File: src/common/dsf_defs.vh
// register map, field positions and reset values of the status and fault-summary block
`ifndef DSF_DEFS_VH
`define DSF_DEFS_VH

// ****************************************
// register offsets
// ****************************************
`define DSF_ADDR_W 8
`define DSF_DATA_W 16
`define DSF_OFS_DEVICE_STATUS 8'h51
`define DSF_OFS_FAULT_SUMMARY 8'h52
`define DSF_OFS_IRQ_STATUS 8'h60
`define DSF_OFS_IRQ_MASK 8'h61
`define DSF_OFS_CONFIG 8'h62

// ****************************************
// device_status fields
// ****************************************
`define DSF_ST_FAULT 7
`define DSF_ST_CHAIN_LIVE 6
`define DSF_ST_CHAIN_SEEN 5
`define DSF_ST_LINK_CLEAR 4
`define DSF_ST_LINK_RESET 3
`define DSF_ST_NEW_SAMPLE 1
`define DSF_ST_INIT 0

// ****************************************
// fault_class_summary fields
// ****************************************
`define DSF_NUM_CLASSES 10
`define DSF_SUM_LSB 6

// ****************************************
// config fields and reset values
// ****************************************
`define DSF_CFG_HIGH_EN 0
`define DSF_CFG_SELF_CLEAR 1
`define DSF_CFG_RESET 2'h0
`define DSF_IRQ_W 5
`define DSF_IRQ_MASK_RESET 5'h00

// ****************************************
// interrupt status bits
// ****************************************
`define DSF_IRQ_FAULT 0
`define DSF_IRQ_CHAIN 1
`define DSF_IRQ_LINK_CLEAR 2
`define DSF_IRQ_LINK_RESET 3
`define DSF_IRQ_NEW_SAMPLE 4

`endif

File: src/rtl/dsf_status_bank.v
// device status and fault-class summary register bank
//
// Function
// - status bit 7 reads 1 while any fault class bit is set; writes ignored
// - status bit 6 follows the differential fault input and feeds the fault output while high-side enable is 1
// - live and latched chain alarm bits read 0 when high-side enable is 0
// - status bit 5 latches any chain fault until written 1; never drives fault output
// - status bit 4 sticky on link clear, write 1 clears, no fault output
// - status bit 3 sticky on link reset, write 1 clears, no fault output
// - status bit 1 read-only, set when conversion results become available
// - reading any conversion result clears the fresh-sample bit
// - automatic die-temperature and init sampling never set the fresh-sample bit
// - one fresh-sample bit only, no per-channel tracking
// - status bit 0 reads 1 while initialization runs, 0 once done
// - writing 1 to bit 0 stops waiting for the pump rail; 0 does nothing
// - summary bits 15..6 each OR one fault class
// - writing 1 to a summary bit clears that whole class; 0 does nothing
// - summary bits follow class bits, latched or self-clearing per config
// - summary bits 5..0 read as zero
// - with self-clear set, class bits drop once their condition disappears
//
// The strobed register port is this design's own decision.
`timescale 1ns/1ps
`default_nettype none
`include "dsf_defs.vh"

module dsf_status_bank #(
    parameter NUM_CLASSES = `DSF_NUM_CLASSES
) (
    input wire mclk,
    input wire rst_n,
    input wire [`DSF_ADDR_W-1:0] reg_addr,
    input wire [`DSF_DATA_W-1:0] reg_wdata,
    input wire reg_wr_stb,
    input wire reg_rd_stb,
    input wire chain_fault_in,
    input wire link_clear_evt,
    input wire link_reset_evt,
    input wire sample_done,
    input wire sample_is_auto,
    input wire result_read,
    input wire init_done,
    input wire [NUM_CLASSES-1:0] class_cond,
    output reg [`DSF_DATA_W-1:0] reg_rdata_r,
    output reg fault_out_r,
    output reg irq_r,
    output reg init_continue_r,
    output reg [NUM_CLASSES-1:0] class_clear_r
);

    // ****************************************
    // state
    // ****************************************
    reg chain_live_r;
    reg chain_seen_r;
    reg link_clear_seen_r;
    reg link_reset_seen_r;
    reg new_sample_r;
    reg init_in_progress_r;
    reg [1:0] config_r;
    reg [NUM_CLASSES-1:0] class_r;
    reg [`DSF_IRQ_W-1:0] irq_stat_r;
    reg [`DSF_IRQ_W-1:0] irq_mask_r;
    reg [`DSF_DATA_W-1:0] rd_nxt;
    wire high_en;
    wire self_clear_alarms;
    wire any_class;
    wire [`DSF_IRQ_W-1:0] irq_evt;
    wire [NUM_CLASSES-1:0] sum_w1c;
    wire [NUM_CLASSES-1:0] class_nxt;

    // decode of a write to one register
    function wr_hit;
        input [`DSF_ADDR_W-1:0] a;
        input [`DSF_ADDR_W-1:0] ofs;
        input stb;
        begin
            wr_hit = stb && (a == ofs);
        end
    endfunction

    wire wr_status = wr_hit(reg_addr, `DSF_OFS_DEVICE_STATUS, reg_wr_stb);
    wire wr_summary = wr_hit(reg_addr, `DSF_OFS_FAULT_SUMMARY, reg_wr_stb);
    wire wr_irq_stat = wr_hit(reg_addr, `DSF_OFS_IRQ_STATUS, reg_wr_stb);
    wire wr_irq_mask = wr_hit(reg_addr, `DSF_OFS_IRQ_MASK, reg_wr_stb);
    wire wr_config = wr_hit(reg_addr, `DSF_OFS_CONFIG, reg_wr_stb);

    assign high_en = config_r[`DSF_CFG_HIGH_EN];
    assign self_clear_alarms = config_r[`DSF_CFG_SELF_CLEAR];
    assign any_class = |class_r;
    assign sum_w1c = wr_summary ? reg_wdata[`DSF_SUM_LSB +: NUM_CLASSES] : {NUM_CLASSES{1'b0}};

    // ****************************************
    // fault classes
    // ****************************************
    // next value of one latch per class; set beats a same-cycle clear
    genvar g;
    generate
        for (g = 0; g < NUM_CLASSES; g = g + 1)
        begin : g_class
            assign class_nxt[g] = class_cond[g] ? 1'b1 :
                                  ((sum_w1c[g] || self_clear_alarms) ? 1'b0 : class_r[g]);
        end
    endgenerate

    // all class latches in one process, so each bit has a single driver
    always @(posedge mclk or negedge rst_n)
    begin
        if (!rst_n)
            class_r <= {NUM_CLASSES{1'b0}};
        else
            class_r <= class_nxt;
    end

    // clear pulse toward the underlying fault registers
    always @(posedge mclk or negedge rst_n)
    begin
        if (!rst_n)
            class_clear_r <= {NUM_CLASSES{1'b0}};
        else
            class_clear_r <= sum_w1c;
    end

    // ****************************************
    // status flags
    // ****************************************
    always @(posedge mclk or negedge rst_n)
    begin
        if (!rst_n)
        begin
            chain_live_r <= 1'b0;
            chain_seen_r <= 1'b0;
            link_clear_seen_r <= 1'b0;
            link_reset_seen_r <= 1'b0;
            new_sample_r <= 1'b0;
            init_in_progress_r <= 1'b1;
            init_continue_r <= 1'b0;
        end
        else
        begin
            chain_live_r <= chain_fault_in;
            if (chain_fault_in)
                chain_seen_r <= 1'b1;
            else if (wr_status && reg_wdata[`DSF_ST_CHAIN_SEEN])
                chain_seen_r <= 1'b0;
            if (link_clear_evt)
                link_clear_seen_r <= 1'b1;
            else if (wr_status && reg_wdata[`DSF_ST_LINK_CLEAR])
                link_clear_seen_r <= 1'b0;
            if (link_reset_evt)
                link_reset_seen_r <= 1'b1;
            else if (wr_status && reg_wdata[`DSF_ST_LINK_RESET])
                link_reset_seen_r <= 1'b0;
            // single flag, automatic sampling excluded, set beats read-clear
            if (sample_done && !sample_is_auto)
                new_sample_r <= 1'b1;
            else if (result_read)
                new_sample_r <= 1'b0;
            if (init_done)
                init_in_progress_r <= 1'b0;
            init_continue_r <= wr_status && reg_wdata[`DSF_ST_INIT] && init_in_progress_r;
        end
    end

    // ****************************************
    // configuration and interrupts
    // ****************************************
    assign irq_evt = {sample_done && !sample_is_auto, link_reset_evt, link_clear_evt,
                      chain_fault_in && high_en, |class_cond};

    always @(posedge mclk or negedge rst_n)
    begin
        if (!rst_n)
        begin
            config_r <= `DSF_CFG_RESET;
            irq_mask_r <= `DSF_IRQ_MASK_RESET;
            irq_stat_r <= {`DSF_IRQ_W{1'b0}};
            irq_r <= 1'b0;
            fault_out_r <= 1'b0;
        end
        else
        begin
            if (wr_config)
                config_r <= reg_wdata[1:0];
            if (wr_irq_mask)
                irq_mask_r <= reg_wdata[`DSF_IRQ_W-1:0];
            // events win over write-one-to-clear
            irq_stat_r <= irq_evt | (irq_stat_r & ~(wr_irq_stat ? reg_wdata[`DSF_IRQ_W-1:0] : {`DSF_IRQ_W{1'b0}}));
            irq_r <= |(irq_stat_r & irq_mask_r);
            // latched chain bit and sticky link bits stay out of the fault output
            fault_out_r <= any_class || (chain_live_r && high_en);
        end
    end

    // ****************************************
    // read path
    // ****************************************
    always @*
    begin
        rd_nxt = {`DSF_DATA_W{1'b0}};
        case (reg_addr)
            `DSF_OFS_DEVICE_STATUS:
            begin
                rd_nxt[`DSF_ST_FAULT] = any_class;
                rd_nxt[`DSF_ST_CHAIN_LIVE] = chain_live_r && high_en;
                rd_nxt[`DSF_ST_CHAIN_SEEN] = chain_seen_r && high_en;
                rd_nxt[`DSF_ST_LINK_CLEAR] = link_clear_seen_r;
                rd_nxt[`DSF_ST_LINK_RESET] = link_reset_seen_r;
                rd_nxt[`DSF_ST_NEW_SAMPLE] = new_sample_r;
                rd_nxt[`DSF_ST_INIT] = init_in_progress_r;
            end
            `DSF_OFS_FAULT_SUMMARY:
                rd_nxt[`DSF_SUM_LSB +: NUM_CLASSES] = class_r;
            `DSF_OFS_IRQ_STATUS:
                rd_nxt[`DSF_IRQ_W-1:0] = irq_stat_r;
            `DSF_OFS_IRQ_MASK:
                rd_nxt[`DSF_IRQ_W-1:0] = irq_mask_r;
            `DSF_OFS_CONFIG:
                rd_nxt[1:0] = config_r;
            default:
                rd_nxt = {`DSF_DATA_W{1'b0}};
        endcase
    end

    // read data valid only in the cycle after the strobe; device status bit 2 always zero
    always @(posedge mclk or negedge rst_n)
    begin
        if (!rst_n)
            reg_rdata_r <= {`DSF_DATA_W{1'b0}};
        else if (reg_rd_stb)
            reg_rdata_r <= rd_nxt;
        else
            reg_rdata_r <= {`DSF_DATA_W{1'b0}};
    end

endmodule // dsf_status_bank
`default_nettype wire

File: config.mk
export PLATFORM = sky130hd
export DESIGN_NAME = dsf_status_bank
export DESIGN_NICKNAME = d
export VERILOG_FILES = /design/src/rtl/dsf_status_bank.v
export VERILOG_INCLUDE_DIRS = /design/src /design/src/common
export SDC_FILE = /design/constraint.sdc
export NUM_CORES = 1
export LEC_CHECK = 0
export ABC_AREA = 1
export BUFFER_PORTS_ARGS = -buffer_cell sky130_fd_sc_hd__buf_2
export CORE_AREA = 2 2 77 79
export CTS_CLUSTER_DIAMETER = 80
export DETAILED_ROUTE_END_ITERATION = 6
export DIE_AREA = 0 0 79 81
export PLACE_DENSITY = 0.69
export SYNTH_ARGS = -nofsm -noshare
export SYNTH_HDL_FRONTEND = slang
export SYNTH_SLANG_ARGS = --single-unit
File: constraint.sdc
create_clock -name mclk -period 1.42 [get_ports mclk]
set_input_delay 0.071 -clock mclk [delete_from_list [all_inputs] [get_ports mclk]]
set_output_delay 0.071 -clock mclk [all_outputs]
set_load 0.02 [all_outputs]
# --- After elaboration in Yosys (flattened, before gate mapping) ---
# Cells that the tools add are included.
op_classes:
  muxes: 37
  n_bitwise: 4
  n_eq_ne: 5
  n_reduce_logical: 43
ops:
  columns: ["operator", "n"]
  rows:
  - ["== test 8 x 7 -> 1 bit, second input constant", 5]
  - ["two-way mux 1 bit", 29]
  - ["nonzero test 2 bit", 14]
  - ["OR reduction 10 bit", 2]
  - ["two-way mux 16 bit", 1]
  - ["logical AND 1 bit", 14]
  - ["logical OR 1 bit", 11]
  - ["AND 5 bit", 2]
  - ["two-way mux 10 bit", 1]
  - ["two-way mux 8 bit", 1]
  - ["one-hot mux 2 bit (4 select lines)", 1]
  - ["one-hot mux 2 bit (3 select lines)", 1]
  - ["two-way mux 5 bit", 1]
  - ["NOT 5 bit", 1]
  - ["OR 5 bit", 1]
  - ["OR reduction 5 bit", 1]
  - ["one-hot mux 2 bit (2 select lines)", 1]
  - ["one-hot mux 1 bit (2 select lines)", 1]
  - ["zero test 1 bit", 1]
word_totals:
  in_bits: 45
  output_inout_bits: 29
  word_cells: 113
  ff_bits: 57

# --- Logic depth before layout (Yosys ltp) ---
logic_depth:
  word_depth: 6
  ltp_mapped: 9

# --- Least setup slack after synthesis ---
# OpenSTA, ideal clock, no wires.
synth_path:
  kind: "register -> register"
  startpoint: "register class_r[1]"
  endpoint: "register reg_rdata_r[7]"
  t_required_ns: 1.304
  path_slack_ns: 0.461
  stages_incl_launch_ff: 5
  arrival_time_ns: 0.842
  setup_time_ns: 0.116
  path_cell_list: "dfrtp_1 > nor4_1 > nand2_1 > nand2_1 > nand2_1"
synth_between:
  elab_chain_len: 3
synth_lines:
  columns: ["element", "line", "source"]
  rows:
  - ["start, declared", "dsf_status_bank.v:61", "reg [NUM_CLASSES-1:0] class_r;"]
  - ["start signal, assigned", "dsf_status_bank.v:110", "class_r <= {NUM_CLASSES{1'b0}};"]
  - ["start signal, assigned", "dsf_status_bank.v:112", "class_r <= class_nxt;"]
  - ["OR reduction 10 bit", "dsf_status_bank.v:90", "assign any_class = |class_r;"]
  - ["one-hot mux 2 bit (2 select lines) (*)", "dsf_status_bank.v:201", "case (reg_addr)"]
  - ["two-way mux 16 bit (*)", "dsf_status_bank.v:230", "else if (reg_rd_stb)"]
  - ["end signal, assigned", "dsf_status_bank.v:229", "reg_rdata_r <= {`DSF_DATA_W{1'b0}};"]
  - ["end signal, assigned", "dsf_status_bank.v:231", "reg_rdata_r <= rd_nxt;"]
  - ["end signal, assigned", "dsf_status_bank.v:233", "reg_rdata_r <= {`DSF_DATA_W{1'b0}};"]
  - ["end, declared", "dsf_status_bank.v:44", "output reg [`DSF_DATA_W-1:0] reg_rdata_r,"]
# Every way passes the cells marked *; elsewhere a longest branch is shown, timed or not.
# A chain may end at the register's enable or synchronous reset.

# --- Worst setup path in the final report ---
layout_path:
  startpoint: "input reg_wr_stb"
  endpoint: "register class_r[0]"
layout_between:
  elab_chain_len: 4
layout_lines:
  columns: ["element", "line", "source"]
  rows:
  - ["start, declared", "dsf_status_bank.v:34", "input wire reg_wr_stb,"]
  - ["logical AND 1 bit", "dsf_status_bank.v:78", "wr_hit = stb && (a == ofs);"]
  - ["two-way mux 10 bit", "dsf_status_bank.v:91", "assign sum_w1c = wr_summary ? reg_wdata[`DSF_SUM_LSB +: NUM_CLASSES] : {NUM_CLASSES{1'b0}};"]
  - ["logical OR 1 bit", "dsf_status_bank.v:102", "((sum_w1c[g] || self_clear_alarms) ? 1'b0 : class_r[g]);"]
  - ["nonzero test 2 bit (no source line)", null, null]
# Every way passes these cells.

==> qor.txt <==
CTS sink count: 57
Die Y: 81 um
Sequential area share after synthesis: 59.21%
Max Root-Sink Buffers: 2
Non-filler cells, final: 488
Largest net degree at the start of global routing: 29
Most common cell on crit path: nand2_1
Mapped Area: 0.002411 mm^2
I/O Pins: 74
Area of the core: 0.005675 mm^2
First-pass GRT wire length: 9225 um
Post-CTS Resized: 0
Clk Latency, worst-skew pair: 320 ps
Status: completed
Remaining global-route overflow: 0
CP Capture Type: flip-flop
Row cnt: 28
Power Total: 3.675 mW
Syn Inst Count: 289
H-Tree Depth: 3
Count of pins over their slew limit: 0
Max-cap check violation count: 0
Combinational Power Share: 8.9%
Setup CP Type: in2reg
CP Cell Sequence: dlygate4sd3_1 -> buf_2 -> inv_1 -> nor2_4 -> nand2_1 -> nand2_1 -> nand2_1
RSZ-0062 raised after global routing: no
Cts hold-fix bufs: 34
Synth area leader: dfrtp_1
Post-synth top area share: 58.12%
Net Sw Frac: 22.08%
Wire length per cell: 11.42 um
Syn Nets: 334
Final setup margin: 170.8 ps
Die width: 79 um
Peak VDD IR: 0.5266 mV
Multi-input logic area: 777.0 um^2
Reg power frac: 46.3%
Setup violations, final: 0
Initial Utilization: 42.48%
Average via count per standard cell: 4.443
Clk pwr share: 44.8%
Fin crit share: 87.97%
CTS tree: done
NetSw: 811.6 uW
Routability cong.: 0.9096
Cell count after placement: 438
Root Buffer: clkbuf_8
Total of fill cells in the finished design: 512
Initial antenna violation count: 0
Final setup TNS: 0 ps
PwrDens: 1063 mW/mm^2
Slew of the pin with the lowest slew margin: 439.1 ps
Crit-path slowest cell: dlygate4sd3_1
Hold_ws: 10.32 ps
Synth-to-Final Area Change: 43.44%
Top cells by area, synth: dfrtp_1 58%, nand2_1 15%, inv_1 7.5%
Clock transition at path regs: 60 ps
IO buf count: 73
Post-DP HPWL: 3917 um
Fin crit period: 1249 ps
Crit Path Max Fanout: 12
DR vias: 2168
Fmax: 800.5 MHz
Most common cell after layout, fill and taps aside: nand2_1
Fin nets: 453
Vias in the first global route: 2052
Final ANT Viol Nets: 0
Startpoint Class: input port
Hold Vio Cnt, Final: 0
Overall routing resource usage: 19.13%
Peak per-stage delay on the critical path: 520 ps
Leading cell types in the layout, fill and taps excluded: 99 x nand2_1, 73 x buf_2, 56 x dfrtp_1
Post CTS Setup Buffer Count: 0
Post-synth cell types: 19
Syn_area_per_cell: 8.343 um^2
Worst Path Arrival: 1450 ps
Worst endpoint required time: 1620 ps
Drt first pass iters: 4
P_leak: 2.058 nW
Reg2Reg Setup Slack: 260 ps
Initial DRC count: 92
Yosys synthesis warning count: 0
Synth Register Bits: 57
TritonCTS Buffers: 9
Flip-flop and latch area: 0.001428 mm^2
Internal power: 2.863 mW
# diodes: 0
DRT Wirelength: 5575 um
Remaining DRCs: 0
HP Class: in2reg
Max-Slew Margin vs Limit: 70.72%
Pre-CTS setup slack: 202.7 ps
Die footprint: 0.006399 mm^2
Layout cell share with drive strength beyond 1: 26.63%
Clock Skews: 9.933 ps
## worst paths after layout
path / startpoint / to / cells past startpoint
worst max-delay path: reg_wr_stb / class_r[0] / 7
max in group asynchronous: rst_n / class_clear_r[7] / 3
min in group asynchronous: rst_n / class_clear_r[5] / 2
worst max register to register: new_sample_r / new_sample_r / 3
worst min register to register: init_in_progress_r / init_in_progress_r / 2
worst min-delay path: reg_wdata[5] / chain_seen_r / 4
## worst max-delay path, delay by kind of cell
kind / cells / cell delay [ps]
and+or+nand+nor: 4 / 560
buffers and inverters: 3 / 810
## stage by stage
stage               area [um^2]  util, %
floorplan                  2411        -
global placement           2898    51.06
detailed placement         2898    51.06
CTS                        3458    60.93
global route               3458    60.93
finish                     3458    60.93
## cells in the mapped netlist (all sizes together)
| library cell | number |
|---|---|
| clkbuf | 2 |
| nor4 | 1 |
| nand3 | 18 |
| dfrtp | 56 |
| nand2 | 104 |
| nor2 | 41 |
| o21ai | 9 |
| nand4 | 3 |
| buf | 2 |
| inv | 49 |
| a21oi | 1 |
| nor3 | 1 |
| a221oi | 1 |
| dfstp | 1 |
## sequential cells by signal, summed over array words and instances, names as in the netlist
register / count
reg_rdata_r: 16
class_clear_r: 10
class_r: 10
irq_mask_r: 5
irq_stat_r: 5
config_r: 2
chain_live_r: 1
chain_seen_r: 1
fault_out_r: 1
init_continue_r: 1
init_in_progress_r: 1
irq_r: 1
link_clear_seen_r: 1
link_reset_seen_r: 1
new_sample_r: 1
## power groups by stage
stage | combinational [mW] | clock (mW) | sequential [mW]
after global placement | 0.251 | 0 | 1.73
after global routing | 0.369 | 1.78 | 1.71
after floorplan | 0.112 | 0 | 1.73
after detailed placement | 0.255 | 0 | 1.73
final | 0.328 | 1.65 | 1.70
after CTS | 0.328 | 1.68 | 1.70
## routing by layer
layer  share of wire [%]  GRT usage (%)
met4                 2.0          9.138
met5                   0              0
met1                  43          23.32
met3                 4.8          5.667
met2                  50          31.36
## cell families after synthesis
kind of cell / Yosys count / share of synthesized area, %
compound gates: 11 / 2.595
simple gates: 168 / 29.63
buf+inv: 53 / 8.562
flops: 57 / 59.21
## final cells by class
class,instances,share of cell area (%)
clock buffers,11,4.088
clock inverters,5,2.279
inverters,49,5.318
multi-input cells,179,22.47
flip-flops and latches,57,41.28
well taps,75,2.713
repair buffers,112,21.85
No activity file was read; power rests on OpenSTA's default activity.
